==> src/hdl/tc8_pkg.sv <==
// Constants and types for the 8-bit timer/counter core
// Function
// - Count and both compare registers are 8-bit
// - Flags visible, each gated by own mask bit
// - Prescaled or external count source, edge selectable
// - Clock select zero stops the counter
// - Compare both registers continuously, match sets flag
// - Bottom indication when counter holds zero
// - Maximum is all-ones value 255
// - Top is all-ones or compare A by mode
// - Clock select field lives in control B
// - Each tick clears, increments or decrements counter
// - Counter readable and writable at any time
// - Counter write beats clear or count
// - Mode bits split across control A and B
// - Overflow flag set at mode-defined point
// - Three sources: overflow, match A, match B
// - Top indication at sequence highest value
// - Match flag set one tick after equality
// - Flag cleared on service or writing one
// - Normal mode wraps, overflow when becoming zero
package tc8_pkg;
    // Register byte offsets
    localparam logic [7:0] TC8_OFS_CTRL_A  = 8'h00;
    localparam logic [7:0] TC8_OFS_CTRL_B  = 8'h04;
    localparam logic [7:0] TC8_OFS_COUNT   = 8'h08;
    localparam logic [7:0] TC8_OFS_CMP_A   = 8'h0c;
    localparam logic [7:0] TC8_OFS_CMP_B   = 8'h10;
    localparam logic [7:0] TC8_OFS_MASK    = 8'h14;
    localparam logic [7:0] TC8_OFS_FLAG    = 8'h18;
    localparam logic [7:0] TC8_OFS_STATUS  = 8'h1c;
    // Field positions
    localparam int TC8_WGM_LO_POS = 0;   // Mode bits 1:0 in control A
    localparam int TC8_CS_POS     = 0;   // Clock select 2:0 in control B
    localparam int TC8_WGM_HI_POS = 3;   // Mode bit 2 in control B
    localparam int TC8_FL_OVF     = 0;   // Overflow flag/mask bit
    localparam int TC8_FL_MA      = 1;   // Match A flag/mask bit
    localparam int TC8_FL_MB      = 2;   // Match B flag/mask bit
    // Reset value and extremes
    localparam logic [7:0] TC8_RST_VAL = 8'h00;
    localparam logic [7:0] TC8_BOTTOM  = 8'h00;
    localparam logic [7:0] TC8_MAX     = 8'hff;
    // Clock select codes
    localparam logic [2:0] TC8_CS_STOP   = 3'h0;
    localparam logic [2:0] TC8_CS_DIV1   = 3'h1;
    localparam logic [2:0] TC8_CS_DIV8   = 3'h2;
    localparam logic [2:0] TC8_CS_DIV64  = 3'h3;
    localparam logic [2:0] TC8_CS_DIV256 = 3'h4;
    localparam logic [2:0] TC8_CS_DIV1K  = 3'h5;
    localparam logic [2:0] TC8_CS_EXTF   = 3'h6;
    localparam logic [2:0] TC8_CS_EXTR   = 3'h7;
    // Waveform mode codes
    localparam logic [2:0] TC8_WM_NORMAL  = 3'h0;
    localparam logic [2:0] TC8_WM_PC_MAX  = 3'h1;
    localparam logic [2:0] TC8_WM_CTC     = 3'h2;
    localparam logic [2:0] TC8_WM_FP_MAX  = 3'h3;
    localparam logic [2:0] TC8_WM_PC_CMPA = 3'h5;
    localparam logic [2:0] TC8_WM_FP_CMPA = 3'h7;
    // Prescaler width for the largest divider
    localparam int TC8_PRE_W = 10;
    // Count direction, one-hot
    typedef enum logic [1:0] {
        TC8_UP   = 2'b01,
        TC8_DOWN = 2'b10
    } tc8_dir_e;
    // Control fields carried together
    typedef struct packed {
        logic [2:0] clock_select_field;
        logic [2:0] waveform_mode_field;
    } tc8_cfg_s;
endpackage

==> src/hdl/tc8_core.sv <==
// 8-bit timer/counter core with two compare units behind APB
`timescale 1ns/1ps
`default_nettype none
module tc8_core #(
    parameter int PRE_W = tc8_pkg::TC8_PRE_W  // Prescaler width
) (
    input  wire logic        pclk,                 // System clock
    input  wire logic        presetn,              // Async reset, low
    input  wire logic        psel,                 // APB select
    input  wire logic        penable,              // APB enable
    input  wire logic        pwrite,               // APB direction
    input  wire logic [7:0]  paddr,                // APB byte address
    input  wire logic [31:0] pwdata,               // APB write data
    output logic      [31:0] prdata,               // APB read data
    output logic             pready,               // APB ready
    output logic             pslverr,              // APB error
    input  wire logic        external_count_input, // Count pin
    input  wire logic [2:0]  int_serviced,         // Service pulses
    output logic      [2:0]  timer_irq_req         // Masked requests
);
    import tc8_pkg::*;

    // Prescaler tap test for internal sources
    function automatic logic presc_tick(input logic [2:0] cs,
                                        input logic [PRE_W-1:0] p);
        logic r;
        r = 1'b0;
        unique case (cs)
            TC8_CS_DIV1:   r = 1'b1;
            TC8_CS_DIV8:   r = &p[2:0];
            TC8_CS_DIV64:  r = &p[5:0];
            TC8_CS_DIV256: r = &p[7:0];
            TC8_CS_DIV1K:  r = &p[9:0];
            default:       r = 1'b0;
        endcase
        return r;
    endfunction

    // Top value of the count sequence for a mode
    function automatic logic [7:0] top_of(input logic [2:0] wm,
                                          input logic [7:0] cmp);
        logic [7:0] t;
        t = TC8_MAX;
        if (wm == TC8_WM_CTC || wm == TC8_WM_PC_CMPA ||
            wm == TC8_WM_FP_CMPA) begin
            t = cmp;
        end
        return t;
    endfunction

    // Configuration and data registers
    tc8_cfg_s         cfg_r,  cfg_nxt;      // Clock select and mode
    logic [7:0]       cnt_r,  cnt_nxt;      // counter_value
    logic [7:0]       cmpa_r, cmpa_nxt;     // compare_value_a
    logic [7:0]       cmpb_r, cmpb_nxt;     // compare_value_b
    logic [2:0]       mask_r, mask_nxt;     // timer_interrupt_mask_reg
    logic [2:0]       flag_r, flag_nxt;     // timer_interrupt_flag_reg
    tc8_dir_e         dir_r,  dir_nxt;      // Count direction
    logic             blk_r,  blk_nxt;      // Match block after write
    // Tick generation state
    logic [PRE_W-1:0] pre_r,  pre_nxt;      // Free-running prescaler
    logic [2:0]       ext_r,  ext_nxt;      // Sync pair plus edge stage
    // Bus answer registers
    logic [31:0]      rd_r,   rd_nxt;       // Read data
    logic             rdy_r,  rdy_nxt;      // Ready
    logic             err_r,  err_nxt;      // Error
    logic [2:0]       irq_r,  irq_nxt;      // Masked request outputs
    // Combinational helpers
    logic             acc_done;             // Access completes now
    logic             wr_en;                // Write completes now
    logic             mapped;               // Address decodes
    logic             timer_tick;           // One count step
    logic             ext_edge;             // Selected pin edge seen
    logic [7:0]       top_val;              // Current top
    logic             at_top;               // Top indication
    logic             at_bottom;            // Bottom indication
    logic             pc_mode;              // Phase correct mode
    logic             fp_mode;              // Fast PWM mode
    logic [2:0]       set_ev;               // Flag set events
    logic [2:0]       clr_ev;               // Flag clear requests

    // Bus decode
    // A transfer completes only in the cycle that shows ready,
    // so each write lands exactly once per access
    always_comb begin
        acc_done = psel & penable & rdy_r;
        wr_en    = acc_done & pwrite;
        unique case (paddr)
            TC8_OFS_CTRL_A, TC8_OFS_CTRL_B, TC8_OFS_COUNT,
            TC8_OFS_CMP_A, TC8_OFS_CMP_B, TC8_OFS_MASK,
            TC8_OFS_FLAG, TC8_OFS_STATUS: mapped = 1'b1;
            default:                      mapped = 1'b0;
        endcase
    end

    // Clock selection and tick generation
    // A pin change needs two edges to become a tick, counted on the third
    always_comb begin
        pre_nxt  = pre_r + 1'b1;
        ext_nxt  = {ext_r[1:0], external_count_input};
        // Only the second and third stages are compared
        // Rising: second stage high, edge stage still low
        if (cfg_r.clock_select_field == TC8_CS_EXTR) begin
            ext_edge = ext_r[1] & ~ext_r[2];
        end else begin
            ext_edge = ~ext_r[1] & ext_r[2];
        end
        // Stopped, external edge or prescaler tap
        unique case (cfg_r.clock_select_field)
            TC8_CS_STOP: timer_tick = 1'b0;
            TC8_CS_EXTF, TC8_CS_EXTR: timer_tick = ext_edge;
            default: timer_tick =
                presc_tick(cfg_r.clock_select_field, pre_r);
        endcase
    end

    // Mode decode and extreme indications
    // Top follows compare A in the compare-top modes
    always_comb begin
        pc_mode   = (cfg_r.waveform_mode_field == TC8_WM_PC_MAX) ||
                    (cfg_r.waveform_mode_field == TC8_WM_PC_CMPA);
        fp_mode   = (cfg_r.waveform_mode_field == TC8_WM_FP_MAX) ||
                    (cfg_r.waveform_mode_field == TC8_WM_FP_CMPA);
        top_val   = top_of(cfg_r.waveform_mode_field, cmpa_r);
        at_top    = (cnt_r == top_val);
        at_bottom = (cnt_r == TC8_BOTTOM);
    end

    // Counter, direction and match blocking
    always_comb begin
        cnt_nxt = cnt_r;
        dir_nxt = dir_r;
        blk_nxt = blk_r;
        if (timer_tick) begin
            blk_nxt = 1'b0;
            if (pc_mode) begin
                // Up to top, then down to bottom
                unique case (dir_r)
                    TC8_UP: begin
                        if (at_top) begin
                            dir_nxt = TC8_DOWN;
                            cnt_nxt = cnt_r - 1'b1;
                        end else begin
                            cnt_nxt = cnt_r + 1'b1;
                        end
                    end
                    TC8_DOWN: begin
                        if (at_bottom) begin
                            dir_nxt = TC8_UP;
                            cnt_nxt = cnt_r + 1'b1;
                        end else begin
                            cnt_nxt = cnt_r - 1'b1;
                        end
                    end
                endcase
            end else begin
                // Up-only modes wrap from top to bottom
                dir_nxt = TC8_UP;
                if (at_top) begin
                    cnt_nxt = TC8_BOTTOM;
                end else begin
                    cnt_nxt = cnt_r + 1'b1;
                end
            end
        end
        // Bus write comes last so it beats any tick
        if (wr_en && paddr == TC8_OFS_COUNT) begin
            cnt_nxt = pwdata[7:0];
            // Blocks the match on the next tick
            blk_nxt = 1'b1;
        end
    end

    // Flag events and software writes
    always_comb begin
        set_ev = 3'h0;
        if (timer_tick) begin
            // Overflow point depends on the mode family
            if (pc_mode) begin
                set_ev[TC8_FL_OVF] = at_bottom &&
                                     dir_r == TC8_DOWN;
            end else if (fp_mode) begin
                set_ev[TC8_FL_OVF] = at_top;
            end else begin
                set_ev[TC8_FL_OVF] = (cnt_r == TC8_MAX);
            end
            // Equality seen through the previous tick period
            set_ev[TC8_FL_MA] = (cnt_r == cmpa_r) & ~blk_r;
            set_ev[TC8_FL_MB] = (cnt_r == cmpb_r) & ~blk_r;
        end
        // Service pulses and written ones clear
        clr_ev = int_serviced;
        if (wr_en && paddr == TC8_OFS_FLAG) begin
            clr_ev = clr_ev | pwdata[2:0];
        end
        // Set wins over clear in the same cycle
        flag_nxt = (flag_r & ~clr_ev) | set_ev;
        // Requests follow the new flags and mask
        irq_nxt  = flag_nxt & mask_nxt;
    end

    // Configuration register writes
    always_comb begin
        cfg_nxt  = cfg_r;
        cmpa_nxt = cmpa_r;
        cmpb_nxt = cmpb_r;
        mask_nxt = mask_r;
        // Only a completing write changes configuration
        if (wr_en) begin
            unique case (paddr)
                TC8_OFS_CTRL_A: cfg_nxt.waveform_mode_field[1:0] =
                    pwdata[TC8_WGM_LO_POS +: 2];
                TC8_OFS_CTRL_B: begin
                    cfg_nxt.clock_select_field =
                        pwdata[TC8_CS_POS +: 3];
                    cfg_nxt.waveform_mode_field[2] =
                        pwdata[TC8_WGM_HI_POS];
                end
                TC8_OFS_CMP_A:  cmpa_nxt = pwdata[7:0];
                TC8_OFS_CMP_B:  cmpb_nxt = pwdata[7:0];
                TC8_OFS_MASK:   mask_nxt = pwdata[2:0];
                // Count and flag words handled elsewhere, status is read-only
                default:        ;
            endcase
        end
    end

    // Read data and handshake
    always_comb begin
        // Ready rises one cycle after enable, for one cycle
        rdy_nxt = psel & penable & ~rdy_r;
        err_nxt = rdy_nxt & ~mapped;
        rd_nxt  = rd_r;
        if (rdy_nxt) begin
            // Unused upper bits read as zero
            rd_nxt = 32'h0;
            unique case (paddr)
                TC8_OFS_CTRL_A:
                    rd_nxt[1:0] = cfg_r.waveform_mode_field[1:0];
                TC8_OFS_CTRL_B:
                    rd_nxt[3:0] = {cfg_r.waveform_mode_field[2],
                                   cfg_r.clock_select_field};
                TC8_OFS_COUNT:  rd_nxt[7:0] = cnt_r;
                TC8_OFS_CMP_A:  rd_nxt[7:0] = cmpa_r;
                TC8_OFS_CMP_B:  rd_nxt[7:0] = cmpb_r;
                TC8_OFS_MASK:   rd_nxt[2:0] = mask_r;
                TC8_OFS_FLAG:   rd_nxt[2:0] = flag_r;
                TC8_OFS_STATUS:
                    rd_nxt[2:0] = {dir_r == TC8_DOWN, at_top, at_bottom};
                default:        rd_nxt = 32'h0;
            endcase
        end
    end

    // State registers
    always_ff @(posedge pclk or negedge presetn) begin
        if (!presetn) begin
            // Everything clears except direction, which loads up; counter stopped
            cfg_r  <= '0;
            cnt_r  <= TC8_RST_VAL;
            cmpa_r <= TC8_RST_VAL;
            cmpb_r <= TC8_RST_VAL;
            mask_r <= 3'h0;
            flag_r <= 3'h0;
            dir_r  <= TC8_UP;
            blk_r  <= 1'b0;
            pre_r  <= '0;
            ext_r  <= 3'h0;
            rd_r   <= 32'h0;
            rdy_r  <= 1'b0;
            err_r  <= 1'b0;
            irq_r  <= 3'h0;
        end else begin
            // Plain register update
            cfg_r  <= cfg_nxt;
            cnt_r  <= cnt_nxt;
            cmpa_r <= cmpa_nxt;
            cmpb_r <= cmpb_nxt;
            mask_r <= mask_nxt;
            flag_r <= flag_nxt;
            dir_r  <= dir_nxt;
            blk_r  <= blk_nxt;
            pre_r  <= pre_nxt;
            ext_r  <= ext_nxt;
            rd_r   <= rd_nxt;
            rdy_r  <= rdy_nxt;
            err_r  <= err_nxt;
            irq_r  <= irq_nxt;
        end
    end

    // Outputs straight from flip-flops
    // No logic between the flops and the pins
    always_comb begin
        prdata        = rd_r;
        pready        = rdy_r;
        pslverr       = err_r;
        timer_irq_req = irq_r;
    end
endmodule
`default_nettype wire

==> config.mk <==
export PLATFORM = sky130hd
export DESIGN_NAME = tc8_core
export DESIGN_NICKNAME = d
export VERILOG_FILES = /design/src/hdl/tc8_pkg.sv /design/src/hdl/tc8_core.sv
export SDC_FILE = /design/constraint.sdc
export NUM_CORES = 1
export LEC_CHECK = 0
export BUFFER_PORTS_ARGS = -buffer_cell sky130_fd_sc_hd__buf_2
export CAP_MARGIN = 20
export CORE_MARGIN = 2
export CORE_UTILIZATION = 40
export DETAILED_ROUTE_END_ITERATION = 12
export GPL_ROUTABILITY_DRIVEN = 0
export PLACE_DENSITY_LB_ADDON = 0.1
export SLEW_MARGIN = 25
export SYNTH_ARGS = -nofsm -noshare
export SYNTH_HDL_FRONTEND = slang
export SYNTH_SLANG_ARGS = --single-unit
==> constraint.sdc <==
create_clock -name pclk -period 4.5 [get_ports pclk]
set_input_delay 0.9 -clock pclk [delete_from_list [all_inputs] [get_ports pclk]]
set_output_delay 0.9 -clock pclk [all_outputs]
set_load 0.01 [all_outputs]
==> run metrics <==
Slew Viols, Final 0; setup_tns 0 ps; Core ar. ~0.0097 sq mm; Peak Freq around 350 MHz; Post-CTS Setup Bufs 0; final instance area 0.004369 sq mm; Starting Density 0.4092; routed vias ~3,100; dpl hpwl ~7500 um; Worst Hold Class register to register; most frequent cells in the layout 64 x dfrtp_1, 40 x nand2_1, 37 x buf_2; Die Ht approximately 100 um; diode count 0; CTS Hold Bufs 0; commonest non-fill, non-tap cell in the layout dfrtp_1; die area between 0.01 and 0.015 sq mm; Seq/Total Area, Yosys 0.4089; pre-CTS setup slack around 1300 ps; Fill cells roughly 950; Min Hold Slack roughly 360 ps; Starting DRT DRC Count around 280; area grow syn2layout 9.742%; Leak between 0.002 and 0.0025 uW; final core occ 0.4491; M1 wire length between 4000 and 5000 um; Tmin final around 2800 ps; share of total power in the clock network 0.389; combinational share of power 0.134; CP Data Arrival Time a little over 3000 ps; TritonCTS clock tree built; Die W 103.8 um; grt total ovfl 0; metal2 WL around 4800 um; WL met3 approximately 500 um; share of cells above drive strength 1 0.2121; final net count a little under 500; Clock transition at path regs around 80 ps; drt wl/cell 17.52 um; # port buffers 37; Hold Violations, Final 0; global-route wire length before repair ~17,000 um; largest net degree at the start of global routing 34; Sw Share 0.2956; CP Capture Type register; sw power just over 400 uW; number of clock sinks 65; final wirelength 10,180 um; CP max FO 8; worst-case clock buffer depth 2; Post-synth EDFFs 0; Slew @ Worst Pin around 880 ps; Post-synth top flop dfrtp_1; Final Setup Violations 0; 1st-pass router iterations 4; initial antenna violation count 0; Routed Antenna Nets 0; max_slew headroom 0.4120; sequential share of power 0.477; maximum vdd drop ~0.00014 V; placed instance area 0.004158 sq mm; worst setup path category input port to register; RSZ-0062 raised after global routing no; power per cell area around 310 mW/mm^2; #FFs+latches synth 65; number of distinct library cells after synthesis 68; Startpoint Class input port; via/cell ratio roughly 5.3; Skew-Pair Late Insertion Delay 350 ps; DRC errors left 0; vias in the first global route ~3,100; overall fraction of global-route tracks in use 0.2014; Max-Cap Viols 0; Avg Inst Size Synth a little under 10 sq um; period utilization 0.6299; synthesized instance count 412; warnings from Yosys 0; post-CTS sizing 0; total CTS buffers 9; # IOs between 80 and 90; WP data required ~4700 ps; Setup Skew roughly 14 ps; status finished, final reports clean; Max H-tree Level 3; Root Buffer clkbuf_8; num rows 36; Final WS setup approximately 1700 ps; cell-internal power about 970 uW; Post-Syn Area roughly 0.0040 sq mm; Async SR Flop Fraction 1.000; DR top layer met4
## final timing paths
kind,from,endpoint,slack [ps],cells after the start
max reg2reg,pre_r[0],cnt_r[5],1850,8
max,paddr[5],cmpb_r[4],1670,6
min reg2reg,ext_r[0],ext_r[1],360,0
min in group asynchronous,presetn,prdata[4],620,1
max in group asynchronous,presetn,timer_irq_req[0],2950,2
min,ext_r[0],ext_r[1],360,0
## critical path, cell delays in order
cell and delay (ps):
buf_2 100, or3_1 420, nor3_1 380, and4_1 400
and2_1 470, mux2_2 400
## routing by layer
layer / vias up / track usage
li1: 1493 / -
met1: 1513 / 0.2765
met2: 89 / 0.3221
met3: 13 / 0.03776
met4: 0 / 0.06564
met5: - / 0
## cell families after synthesis
group	count (synthesis)	synth area share
mux	35	0.1034
buf+inv	57	0.08360
simple gates	143	0.1908
other cells	1	0.0009419
xor+xnor	24	0.05280
compound gates	82	0.1439
flops	65	0.4089
fa+ha+maj	5	0.01571
## power by group through the flow
stage	logic (uW)	clock network [uW]	registers (uW)
after floorplan	177	0	624
after global placement	180	0	664
after detailed placement	182	0	665
after CTS	183	550	654
after global routing	207	579	659
final	183	533	654
## registers in the layout, indices dropped and copies added (netlist names)
signal and count:
mask_r 3, pslverr 1, flag_r 3, pre_r 10
cmpb_r 8, blk_r 1, cfg_r 6, cmpa_r 8
pready 1, prdata 8, ext_r 3, dir_r 2
cnt_r 8, timer_irq_req 3
## final cells by class
| class | count | area [sq um] | area share |
|---|---|---|---|
| clock buffers | 11 | 151.4 | 0.03465 |
| clock inverters | 5 | 60.06 | 0.01375 |
| inverters | 15 | 56.30 | 0.01289 |
| multi-input cells | 313 | 2107 | 0.4822 |
| flip-flops and latches | 65 | 1628 | 0.3726 |
| well taps | 133 | 166.4 | 0.03809 |
| repair buffers | 39 | 200.2 | 0.04582 |
## synth_stat cells (all sizes together), types with 3 or more instances
| library cell | n | area (sq um) |
|---|---|---|
| nand4 | 4 | 25.02 |
| clkbuf | 7 | 26.28 |
| inv | 15 | 56.31 |
| nor2 | 21 | 78.83 |
| xnor2 | 11 | 96.34 |
| xor2 | 13 | 113.9 |
| nand3b | 3 | 22.52 |
| a311oi | 4 | 35.03 |
| a31oi | 3 | 18.77 |
| and4 | 4 | 35.03 |
| a21oi | 16 | 83.83 |
| buf | 35 | 250.2 |
| nor4 | 9 | 62.56 |
| mux2 | 26 | 296.5 |
| nor3 | 13 | 70.07 |
| a211oi | 5 | 37.54 |
| ha | 5 | 62.56 |
| o21ai | 25 | 125.1 |
| dfrtp | 64 | 1602 |
| mux2i | 7 | 70.07 |
| nand2 | 41 | 156.4 |
| a22o | 5 | 43.79 |
| and2 | 7 | 43.79 |
| nand3 | 14 | 70.07 |
| nand2b | 8 | 57.55 |
| nor2b | 7 | 43.79 |
## per-stage QoR
| step | cells | total power, uW |
|---|---|---|
| 2_1_floorplan | 435 | 801.9 |
| 3_3_place_gp | 565 | 844.7 |
| 3_5_place_dp | 565 | 847.0 |
| 4_1_cts | 581 | 1387 |
| 5_1_grt | 581 | 1445 |
| 6_report | 581 | 1370 |
No activity file was read; power rests on OpenSTA's default activity.
